--- config.mk ---
export PLATFORM = sky130hd
export DESIGN_NAME = cpbi_core
export DESIGN_NICKNAME = d
export VERILOG_FILES = /design/src/rtl/cpbi_pkg.sv /design/src/rtl/cpbi_skid.sv /design/src/rtl/cpbi_core.sv
export SDC_FILE = /design/constraint.sdc
export NUM_CORES = 1
export LEC_CHECK = 0
export BUFFER_PORTS_ARGS = -buffer_cell sky130_fd_sc_hd__buf_2
export CORE_ASPECT_RATIO = 2
export CORE_MARGIN = 2
export CORE_UTILIZATION = 57
export DETAILED_ROUTE_END_ITERATION = 16
export GPL_TIMING_DRIVEN = 0
export HOLD_SLACK_MARGIN = 0.05
export PLACE_DENSITY = 0.8
export SLEW_MARGIN = 20
export SYNTH_ARGS = -nofsm -noshare
export SYNTH_HDL_FRONTEND = slang
export SYNTH_SLANG_ARGS = --single-unit
--- constraint.sdc ---
create_clock -name clk -period 4.7 [get_ports clk]
set_input_delay 0.235 -clock clk [delete_from_list [all_inputs] [get_ports clk]]
set_output_delay 0.235 -clock clk [all_outputs]
set_load 0.03 [all_outputs]
--- src/rtl/cpbi_pkg.sv ---
/*
Shared constants and carrier types for the prefetch and bus interface block.
Assumes one clock at 200 MHz and a synchronous active-high reset.
*/
package cpbi_pkg;
	localparam int CPBI_ADDR_W = 20;
	localparam int CPBI_SEG_SHIFT = 4;
	localparam int CPBI_WIDE_QDEPTH = 6;
	localparam int CPBI_NARROW_QDEPTH = 4;
	localparam int CPBI_WIDE_FREE_MIN = 2;
	localparam int CPBI_NARROW_FREE_MIN = 1;
	localparam logic [19:0] CPBI_RESET_CS = 20'hFFFF0;
	localparam logic [15:0] CPBI_RESET_IP = 16'h0000;
	localparam int CPBI_SKID_DEPTH = 2;

	typedef enum logic [2:0] {
		CPBI_QUIET,
		CPBI_T1,
		CPBI_T2,
		CPBI_T3,
		CPBI_STALL,
		CPBI_T4
	} cpbi_state_e;

	typedef struct packed {
		logic [15:0] seg;
		logic [15:0] off;
		logic [15:0] wdata;
		logic write;
		logic io;
		logic wordOp;
	} cpbi_req_s;

	typedef struct packed {
		logic [19:0] addr;
		logic [15:0] wdata;
		logic write;
		logic io;
		logic byteHighEn;
	} cpbi_cyc_s;
endpackage

--- src/rtl/cpbi_skid.sv ---
/*
Two-entry buffer with valid and ready on both sides.
Assumes both sides run on the same clock.
*/
`timescale 1ns/1ps
module cpbi_skid import cpbi_pkg::*; #(
	parameter int WIDTH = 8
) (
	input wire logic clk,
	input wire logic rst,
	input wire logic inValid,
	output logic inReady,
	input wire logic [WIDTH-1:0] inData,
	output logic outValid,
	input wire logic outReady,
	output logic [WIDTH-1:0] outData
);
	logic [WIDTH-1:0] store [CPBI_SKID_DEPTH];
	logic rdPtr;
	logic wrPtr;
	logic [1:0] count;

	assign inReady = count != 2'(CPBI_SKID_DEPTH);
	assign outValid = count != 2'h0;
	assign outData = store[rdPtr];

	always_ff @(posedge clk) begin
		if (rst) begin
			rdPtr <= 1'b0;
			wrPtr <= 1'b0;
			count <= 2'h0;
		end else begin
			if (inValid && inReady) begin
				store[wrPtr] <= inData;
				wrPtr <= ~wrPtr;
			end
			if (outValid && outReady) begin
				rdPtr <= ~rdPtr;
			end
			count <= count + 2'(inValid && inReady) - 2'(outValid && outReady);
		end
	end
endmodule

--- src/rtl/cpbi_core.sv ---
/*
Bus side unit: prefetch queue, address adder and bus cycle sequencer.
Assumes external pins are synchronised here, an external driver resolves the
data pins from the enable, and the execute side keeps requests stable.
*/
// Operation
// - Drive 20-bit physical address on bus.
// - Wide uses 16-bit data, narrow 8-bit.
// - Strap selects small-system or multiprocessor control.
// - Queue depth six wide, four narrow.
// - Execute side stalls on empty queue.
// - Execute side requests data cycles from here.
// - Wide fetch needs two free, no request.
// - Narrow fetch starts with one free byte.
// - Fetch loads two bytes wide (one from an odd offset), one narrow.
// - Running fetch finishes before requested cycle.
// - Segment and offset summed in own adder.
// - All bus cycles and operand transfers here.
// - Address T1, write T2-T4, read T3; code samples read data no earlier than the second wait state after T3.
// - Jump flushes queue, restarts at target.
// - No pending work gives quiet states.
`timescale 1ns/1ps
module cpbi_core import cpbi_pkg::*; #(
	parameter bit WIDE = 1'b1,
	parameter int QDEPTH = WIDE ? CPBI_WIDE_QDEPTH : CPBI_NARROW_QDEPTH
) (
	input wire logic clk,
	input wire logic rst,
	input wire logic systemConfigStrap,
	output logic [7:0] codeByte,
	output logic codeValid,
	input wire logic codeTake,
	input wire logic jumpValid,
	input wire logic [15:0] jumpSeg,
	input wire logic [15:0] jumpOff,
	input wire logic reqValid,
	output logic reqReady,
	input wire cpbi_req_s req,
	output logic rspValid,
	input wire logic rspReady,
	output logic [15:0] rspData,
	output logic [19:0] busAddr,
	output logic addrLatch,
	output logic [15:0] dataOut,
	output logic [15:0] dataOe_n,
	input wire logic [15:0] dataIn,
	input wire logic readyPin,
	output logic readStrobe_n,
	output logic writeStrobe_n,
	output logic ioSelect,
	output logic byteHigh_n,
	output logic [2:0] cycleStatus_n,
	output logic smallSystemMode,
	output logic [1:0] queueStatus
);
	localparam int FREE_MIN = WIDE ? CPBI_WIDE_FREE_MIN : CPBI_NARROW_FREE_MIN;
	localparam int CW = $clog2(QDEPTH + 1);
	localparam int QW = $clog2(QDEPTH);
	// Cycles spent in T3 or wait states before the synchronised ready and data reflect this cycle.
	localparam int SYNC_WAIT = 2;

	cpbi_state_e state;
	logic [7:0] queue [QDEPTH];
	logic [CW-1:0] qCount;
	logic [$clog2(QDEPTH)-1:0] qHead;
	logic [15:0] codeSeg;
	logic [15:0] fetchOff;
	logic curFetch;
	cpbi_cyc_s cyc;
	logic [15:0] readLatch;
	logic strapMeta, strapSync, readyMeta, readySync;
	logic [15:0] dinMeta, dinSync;
	logic needFetch, startReq, startFetch, skidReady, skidValid;
	logic [15:0] skidData;
	logic [CW-1:0] qFree;
	logic [CW-1:0] loadCount;
	logic popByte;
	logic [19:0] reqAddr, fetchAddr;
	logic [1:0] waitCnt;
	logic sampleNow;
	logic staleFetch;
	logic [QW-1:0] slot0, slot1;

	always_ff @(posedge clk) begin
		strapMeta <= systemConfigStrap;
		strapSync <= strapMeta;
		readyMeta <= readyPin;
		readySync <= readyMeta;
		dinMeta <= dataIn;
		dinSync <= dinMeta;
	end

	always_ff @(posedge clk) begin
		if (rst) begin
			smallSystemMode <= strapSync;
		end
	end

	assign reqAddr = 20'({req.seg, 4'h0} + {4'h0, req.off});
	assign fetchAddr = 20'({codeSeg, 4'h0} + {4'h0, fetchOff});

	assign qFree = CW'(QDEPTH) - qCount;
	assign popByte = codeValid && codeTake;
	assign needFetch = qFree >= CW'(FREE_MIN) && !jumpValid;
	assign startReq = state == CPBI_QUIET && reqValid && skidReady && !jumpValid;
	assign startFetch = state == CPBI_QUIET && !startReq && needFetch
		&& !(WIDE && reqValid);
	assign reqReady = startReq;

	assign codeValid = qCount != '0 && !jumpValid;
	assign codeByte = queue[qHead];
	assign queueStatus = {jumpValid, popByte};

	assign loadCount = (state == CPBI_T4 && curFetch && !staleFetch) ?
		((WIDE && !fetchOff[0]) ? CW'(2) : CW'(1)) : '0;

	// Ready and data pass two flops, so the cycle may end only once they are current.
	always_ff @(posedge clk) begin
		if (rst) begin
			waitCnt <= 2'h0;
		end else if (state == CPBI_T3 || state == CPBI_STALL) begin
			if (waitCnt != 2'h3) begin
				waitCnt <= waitCnt + 2'h1;
			end
		end else begin
			waitCnt <= 2'h0;
		end
	end
	assign sampleNow = (state == CPBI_T3 || state == CPBI_STALL) && readySync
		&& waitCnt >= 2'(SYNC_WAIT);

	// Fetch in flight at a jump is dropped.
	always_ff @(posedge clk) begin
		if (rst) begin
			staleFetch <= 1'b0;
		end else if (jumpValid && curFetch && state != CPBI_QUIET && state != CPBI_T4) begin
			staleFetch <= 1'b1;
		end else if (state == CPBI_T4) begin
			staleFetch <= 1'b0;
		end
	end

	always_ff @(posedge clk) begin
		if (rst) begin
			state <= CPBI_QUIET;
		end else begin
			case (state)
				CPBI_QUIET: begin
					if (startReq || startFetch) begin
						state <= CPBI_T1;
					end
				end
				CPBI_T1: state <= CPBI_T2;
				CPBI_T2: state <= CPBI_T3;
				CPBI_T3: state <= sampleNow ? CPBI_T4 : CPBI_STALL;
				CPBI_STALL: state <= sampleNow ? CPBI_T4 : CPBI_STALL;
				CPBI_T4: state <= CPBI_QUIET;
				default: state <= CPBI_QUIET;
			endcase
		end
	end

	always_ff @(posedge clk) begin
		if (rst) begin
			cyc <= '0;
			curFetch <= 1'b0;
		end else if (startReq) begin
			cyc.addr <= reqAddr;
			cyc.wdata <= (WIDE && reqAddr[0]) ? {req.wdata[7:0], 8'h00} : req.wdata;
			cyc.write <= req.write;
			cyc.io <= req.io;
			cyc.byteHighEn <= WIDE && (req.wordOp || reqAddr[0]);
			curFetch <= 1'b0;
		end else if (startFetch) begin
			cyc.addr <= fetchAddr;
			cyc.wdata <= '0;
			cyc.write <= 1'b0;
			cyc.io <= 1'b0;
			cyc.byteHighEn <= WIDE;
			curFetch <= 1'b1;
		end
	end

	always_ff @(posedge clk) begin
		if (rst) begin
			readLatch <= '0;
		end else if (sampleNow) begin
			readLatch <= dinSync;
		end
	end

	always_ff @(posedge clk) begin
		if (rst) begin
			codeSeg <= CPBI_RESET_CS[19:4];
			fetchOff <= CPBI_RESET_IP;
		end else if (jumpValid) begin
			codeSeg <= jumpSeg;
			fetchOff <= jumpOff;
		end else if (state == CPBI_T4 && curFetch) begin
			fetchOff <= fetchOff + 16'(loadCount);
		end
	end

	always_ff @(posedge clk) begin
		if (rst || jumpValid) begin
			qCount <= '0;
			qHead <= '0;
		end else begin
			qCount <= qCount + loadCount - CW'(popByte);
			if (popByte) begin
				qHead <= (32'(qHead) == QDEPTH - 1) ? '0 : qHead + 1'b1;
			end
		end
	end

	assign slot0 = QW'((32'(qHead) + 32'(qCount)) % QDEPTH);
	assign slot1 = QW'((32'(qHead) + 32'(qCount) + 1) % QDEPTH);
	for (genvar j = 0; j < QDEPTH; j++) begin : gEntry
		always_ff @(posedge clk) begin
			if (!jumpValid && loadCount != '0 && slot0 == QW'(j)) begin
				queue[j] <= (WIDE && fetchOff[0]) ? readLatch[15:8] : readLatch[7:0];
			end else if (!jumpValid && loadCount == CW'(2) && slot1 == QW'(j)) begin
				queue[j] <= readLatch[15:8];
			end
		end
	end

	assign skidValid = state == CPBI_T4 && !curFetch && !cyc.write;
	assign skidData = (WIDE && cyc.addr[0]) ? {8'h00, readLatch[15:8]} : readLatch;

	cpbi_skid #(.WIDTH(16)) uRsp (
		.clk(clk),
		.rst(rst),
		.inValid(skidValid),
		.inReady(skidReady),
		.inData(skidData),
		.outValid(rspValid),
		.outReady(rspReady),
		.outData(rspData)
	);

	always_ff @(posedge clk) begin
		if (rst) begin
			busAddr <= '0;
			addrLatch <= 1'b0;
			dataOut <= '0;
			dataOe_n <= '1;
			readStrobe_n <= 1'b1;
			writeStrobe_n <= 1'b1;
			ioSelect <= 1'b0;
			byteHigh_n <= 1'b1;
			cycleStatus_n <= 3'h7;
		end else begin
			addrLatch <= state == CPBI_QUIET && (startReq || startFetch);
			busAddr <= (startReq ? reqAddr : fetchAddr);
			if (state == CPBI_T1 || state == CPBI_T2 || state == CPBI_T3 || state == CPBI_STALL) begin
				busAddr <= cyc.addr;
			end
			dataOut <= cyc.write ? cyc.wdata : 16'(cyc.addr);
			dataOe_n <= (state == CPBI_QUIET && (startReq || startFetch)) ||
				(cyc.write && state inside {CPBI_T1, CPBI_T2, CPBI_T3, CPBI_STALL})
				? (WIDE ? 16'h0000 : 16'hFF00) : 16'hFFFF;
			readStrobe_n <= !(state inside {CPBI_T1, CPBI_T2, CPBI_T3, CPBI_STALL} && !cyc.write
				&& smallSystemMode && !sampleNow);
			writeStrobe_n <= !(state inside {CPBI_T1, CPBI_T2, CPBI_T3, CPBI_STALL} && cyc.write
				&& smallSystemMode && !sampleNow);
			ioSelect <= cyc.io;
			byteHigh_n <= !cyc.byteHighEn;
			cycleStatus_n <= (!smallSystemMode && state == CPBI_QUIET && (startReq || startFetch))
				? {!startReq || !req.io, !(startReq && req.write), 1'b0} : 3'h7;
		end
	end
endmodule

==> results.ini, run 1 <==
[status]
outcome = finished, final reports clean

[grt]
antenna_found_initial = 0
grt-ovfl-total = 0
grt_use_total_pct = 29.52
grt_pass1_wl_mm = 51.45
grt_pass1_vias = 10120
grt_max_degree = 18

[logic_synthesis]
async_reset_ff_share_pct = 0
synthFlopType = dfxtp_1
yosys-top-cells-area = dfxtp_1 31%, edfxtp_1 20%, mux2i_1 5.9%, mux2_2 5.9%, nor2_1 5.3%
synth_edf_count = 81
netlist_area_sq_mm = 0.01232
post_synth.cell_area_avg_sq_um = 10.66
synthCells = 1155
synth_top_area_share_pct = 30.72
yosys_warnings = 0
ys_ff_latch = 270
synth_cell_types = 64
yosysTopAreaCell = dfxtp_1
ys_seq_area_share_pct = 50.47
syn_nets = 1309

[placement]
dpl.cell_count = 1625
dpl.hpwl_mm = 25.10
gp_congestion = 0.9175
port_buffers = 196

[power_and_ir_drop]
vdd_drop_max_mv = 0.3364
power.leakage_nw = 6.266
power-per-cell-area_mw_per_mm2 = 438.5

[clock_network]
cts_buffer_depth = 3
clk_pin_slew_ps = 70
cts_buffers = 24
cts_setup_buffers = 0
clkLatencyLatePin_ps = 540
cts-root-buf = clkbuf_16
cts_hold_buf = 65
cts_max_level = 1
cts_sinks = 270
cts-resized-gates = 0
cts_tree = yes

[die]
die_h_um = 211.9
ios = 197
row_count = 76
start_util_pct = 57.56
coreArea_sq_mm = 0.02140
die-area_sq_mm = 0.02287
die_w_um = 107.9

[sta]
fmax_mhz = 226.8
clock-skew-final_ps = 19.28
finalHoldViolations = 0
tns_ps = 0
slew_headroom_pct = 35.54
rsz0062_at_grt = false
setup_violations = 0
final.min_clock_period_ps = 4409
finalCritPeriodShare_pct = 93.81
slew_violations = 0
tightest_slew_ps = 963.3

[finish]
drive_gt1_share_pct = 24.64
nets = 1597
area_growth_pct = 22.47
diodes = 0
final_cells = 1734
nFillCells = 1564

[flow_run]
maxCapViolations = 0

[setup_path]
crit_path_max_incr_delay_ps = 750
path_delay_family = simple AND/OR/NAND/NOR gates
worstPathRequired_ps = 4850
path_class = reg2reg
cp_cell_sequence = ha_1, fa_1, inv_1, nor3_2, nand2_1, o21ai_0, ha_1, nor2b_1, nor2_1, o31ai_2, a32oi_2, o21bai_1, a22oi_1, nor2_1
crit_path_start_kind = flip-flop
path_max_fanout = 8
worst-path-buf-inv = 1
critPathArrivalTime_ps = 4550
cp_slowest_cell = nor2_1
endpoint_kind = flip-flop
rrSetupSlack_ps = 290

[detailed_routing]
vias = 9849
drtPass1Iterations = 5
wl_mm = 33.81
drtIter0Drc = 533
drc = 0
ant_nets = 0
wl_per_cell_um = 19.50
vias_per_cell = 5.680

[min_path]
worstHoldPathType = in2reg

[cell usage in the layout (no fill, tap or decap), types with 4 or more instances in the layout]
cell type,instances
inv_1,31
a31oi_1,7
buf_4,18
a311oi_1,10
nor2_1,174
clkbuf_1,44
nand3_1,24
xnor2_1,27
o22ai_1,11
clkbuf_16,24
o21ai_0,20
a21oi_1,54
nor2b_1,14
nand4_1,6
dlygate4sd3_1,65
edfxtp_1,81
a211oi_1,31
a21o_1,7
mux4_2,8
mux2_2,64
nor3_1,15
o211ai_1,7
o21a_1,6
dfxtp_1,189
mux2i_1,72
buf_2,202
and2_1,4
clkinv_2,5
mux2_4,9
ha_1,42
nand2_1,78
xor2_1,23
buf_1,7
clkbuf_8,4
fa_1,5
and3_1,6
a22oi_1,12
[metrics by stage]
stage                     hold WS, ps  total power [mW]  cell area [sq um]  util (%)  setup slack, ps
after floorplan                 262.7             4.043              12320         -             1064
after global routing            102.3             6.879              15080     70.50            133.2
after global placement          312.7             4.606              13640     63.74            582.0
final                           73.70             6.615              15080     70.50            291.0
after CTS                       64.97             6.611              15080     70.50            322.1
after detailed placement        314.6             4.637              13650     63.80            425.2
[worst min-delay path: cells and delay by family]
family | cells | cell delay (ps)
AOI/OAI and AO/OA | 1 | 50
and+or+nand+nor | 2 | 170
buffers and inverters | 1 | 70
muxes | 1 | 50
[worst paths after layout]
check                                   end  cells past startpoint        from
worst max-delay path            queue[0][4]                     14   qCount[0]
worst min-delay path                cyc[16]                      5     req[16]
worst max register to register  queue[0][4]                     14   qCount[0]
worst min register to register   dinSync[2]                      0  dinMeta[2]
[synthesized netlist by cell type (20+ instances only)]
library cell and count:
a211oi_1 31, a21oi_1 54, clkbuf_1 40, dfxtp_1 189, edfxtp_1 81, ha_1 42, inv_1 31, mux2_2 64
mux2i_1 72, nand2_1 78, nand3_1 24, nor2_1 174, o21ai_0 20, xnor2_1 27, xor2_1 23
[per-layer routing]
metal  part of all wire [%]  track usage, %
met5                      0               0
met3                    4.8           4.095
met4                    7.2           19.94
met1                     33           28.01
met2                     55           56.54
[power breakdown]
group	total [mW]	internal (mW)	switching (mW)
logic	1.88	0.637	1.24
clock network	1.94	1.07	0.873
registers	2.80	2.63	0.164
[kinds of logic after synthesis]
| kind of cell | after synthesis | share of synthesized area, % |
|---|---|---|
| buf+inv | 104 | 3.871 |
| fa+ha+maj | 47 | 5.080 |
| flops | 270 | 50.47 |
| mux | 155 | 14.54 |
| xor+xnor | 52 | 3.820 |
| compound gates | 186 | 10.28 |
| simple gates | 341 | 11.94 |
[area by class of cell]
cell class / count / area, sq um / area share (%)
buffer: 72 / 356.6 / 2.364
clock buffer: 32 / 670.6 / 4.446
sequential: 270 / 6216 / 41.21
timing repair buffer: 262 / 1639 / 10.87
inverter: 32 / 120.1 / 0.7963
multi-input combinational: 781 / 5628 / 37.31
clock inverter: 12 / 111.4 / 0.7383
tap: 273 / 341.6 / 2.265
[flip-flops by register name, summed over array words and instances, names as in the netlist, 2 cells and up, named ones only]
name / count
fetchOff: 16
waitCnt: 2
codeSeg: 16
queue: 48
qCount: 3
qHead: 3
dataOut: 16
cyc: 39
uRsp.count: 2
dinSync: 16
state: 3
busAddr: 20
uRsp.store: 32
cycleStatus_n: 3
readLatch: 16
dinMeta: 16
(Power assumes the default switching activity.)
==> run 2: changes to the inputs <==
CELL_PAD_IN_SITES_DETAIL_PLACEMENT = 0   (was default)
CELL_PAD_IN_SITES_GLOBAL_PLACEMENT = 1   (was default)
CORE_UTILIZATION = 44   (was 57)
PLACE_DENSITY = default   (was 0.8)
PLACE_DENSITY_LB_ADDON = 0.1   (was default)
==> run 2 against run 1 <==
  * Register-to-register slack better by 140 ps
  * Worst setup slack better by 140 ps
  * Maximum frequency is 3.2% higher
  * Clock-buffer cell count is 4 higher
  * Combinational power hardly changed
  * Flip-flop and latch count stayed put
  * Clock power is 2% higher
  * Final area is 0.91% higher
  * Critical path depth stayed put
  * Sequential power hardly changed
  * Die area is 29% higher
  * Via count is 3.4% lower
  * Critical path type unchanged
  * Largest power group unchanged
==> results.ini, run 2 (synthesis gave the netlist of run 1 again) <==
[setup_path]
cp_cell_sequence = ha_1, fa_1, inv_1, nor3_2, nand2_1, o21ai_0, ha_1, nor2b_1, nor2_1, o31ai_2, a32oi_2, o21bai_1, a22oi_1, nor2_1
path_delay_family = simple AND/OR/NAND/NOR gates
worstPathRequired_ps = 4860
crit_path_start_kind = flip-flop
worst-path-buf-inv = 1
endpoint_kind = flip-flop
reg2reg_from = qCount[0]
rrSetupSlack_ps = 430
cp_slowest_cell = nor2_1
critPathArrivalTime_ps = 4440
crit_path_max_incr_delay_ps = 690
cp-startpoint = qCount[0]
path_max_fanout = 8
path_class = reg2reg

[power_and_ir_drop]
seq_power_share_pct = 41.9
vdd_drop_max_mv = 0.2964
power_frac_clock_pct = 29.7
p_comb_share_pct = 28.4
switchingPower_mw = 2.300
power.leakage_nw = 6.283
power-per-cell-area_mw_per_mm2 = 438.1
swShare_pct = 34.49
p_int_mw = 4.369

[detailed_routing]
ant_nets = 0
drtPass1Iterations = 5
drc = 0
wl_mm = 36.03
drtIter0Drc = 398
wl_per_cell_um = 19.82
vias = 9514
vias_per_cell = 5.233

[sta]
tns_ps = 0
finalCritPeriodShare_pct = 90.93
setup_violations = 0
fmax_mhz = 234.0
rsz0062_at_grt = false
final.min_clock_period_ps = 4274
slew_headroom_pct = 38.79
finalHoldViolations = 0
clock-skew-final_ps = 10.59
slew_violations = 0
tightest_slew_ps = 914.8

[clock_network]
clkLatencyLatePin_ps = 540
cts_setup_buffers = 0
cts_buffer_depth = 3
cts_tree = yes
cts_max_level = 1
cts-resized-gates = 0
cts_buffers = 25
cts-root-buf = clkbuf_16
cts_sinks = 270
clk_pin_slew_ps = 70

[finish]
largest_register_ffs = 48
drive_gt1_share_pct = 24.15
final_common_cell = buf_2
nets = 1601
regMostFlops = queue
final_cell_mix = 202 x buf_2, 189 x dfxtp_1, 174 x nor2_1, 81 x edfxtp_1, 78 x nand2_1
final_util_pct = 55.26
largestRegisters = queue x48, cyc x39, uRsp.store x32
area_growth_pct = 23.59
diodes = 0
nFillCells = 2577

[die]
row_count = 86
die_h_um = 240.6
coreArea_sq_mm = 0.02755
ios = 197
die_w_um = 122.3
start_util_pct = 44.71
die-area_sq_mm = 0.02943

[min_path]
hold_start = req[13]
worstHoldPathType = in2reg

[grt]
grt_pass1_wl_mm = 53.20
grt-ovfl-total = 0
grt_pass1_vias = 9634
antenna_found_initial = 1
grt_use_total_pct = 24.18
grt_max_degree = 17

[placement]
dpl.hpwl_mm = 27.85
gp_congestion = 0.8579
port_buffers = 196

[flow_run]
maxCapViolations = 0

[status]
outcome = finished, final reports clean

[run 2: cell count changes in the layout (fill, tap and decap cells not counted), sizes merged]
| cell | change |
|---|---|
| inv | +1 |
| clkinv | -1 |
| clkbuf | +4 |
| dlygate4sd3 | +3 |
| clkinvlp | -2 |
[run 2: through the flow]
step | total power [mW] | setup slack, ps | hold WS [ps] | instance area [sq um] | std cells
2_1_floorplan | 4.043 | 1064 | 262.7 | 12320 | 1155
3_3_place_gp | 4.680 | 475.7 | 311.1 | 13740 | 1703
3_5_place_dp | 4.688 | 433.7 | 312.1 | 13750 | 1704
4_1_cts | 6.732 | 371.3 | 71.80 | 15220 | 1818
5_1_grt | 6.965 | 165.9 | 95.05 | 15220 | 1818
6_report | 6.669 | 426.1 | 83.32 | 15220 | 1818
[run 2: tightest hold or removal path, cell delays in order]
cell,delay (ps)
buf_2,70
mux2i_1,70
nor2_1,90
a21oi_1,40
nor2_1,70
[run 2: metal layers]
| metal | GRT usage [%] | part of all wire [%] |
|---|---|---|
| met1 | 22.48 | 34 |
| met2 | 49.49 | 58 |
| met3 | 2.457 | 2.9 |
| met4 | 12.57 | 5.3 |
| met5 | 0 | 0 |
[run 2: timing repair]
action / CTS / global route
hold endpoints to repair: 73 / 0
hold buffers: 68 / 0
endpoints found under the setup margin: 0 / 0
[run 2: area by class of cell]
cell class	instances	area [sq um]	share of cell area, %
clock inverter	10	92.59	0.6083
tap	352	440.4	2.894
inverter	32	120.1	0.7892
timing repair buffer	265	1669	10.97
sequential	270	6216	40.84
clock buffer	36	698.2	4.587
buffer	72	356.6	2.343
multi-input combinational	781	5628	36.98
[run 2: power by group through the flow]
stage	logic [mW]	registers [mW]	clock network (mW)
floorplan	1.03	3.01	0
global placement	1.84	2.84	0
detailed placement	1.85	2.84	0
CTS	1.90	2.79	2.04
global route	2.03	2.81	2.13
finish	1.89	2.79	1.98
[run 2: worst paths after layout]
check,endpoint,depth (start not counted)
setup / recovery,queue[0][7],14
hold / removal,cyc[13],5
setup reg to reg,queue[0][7],14
hold reg to reg,readySync,0
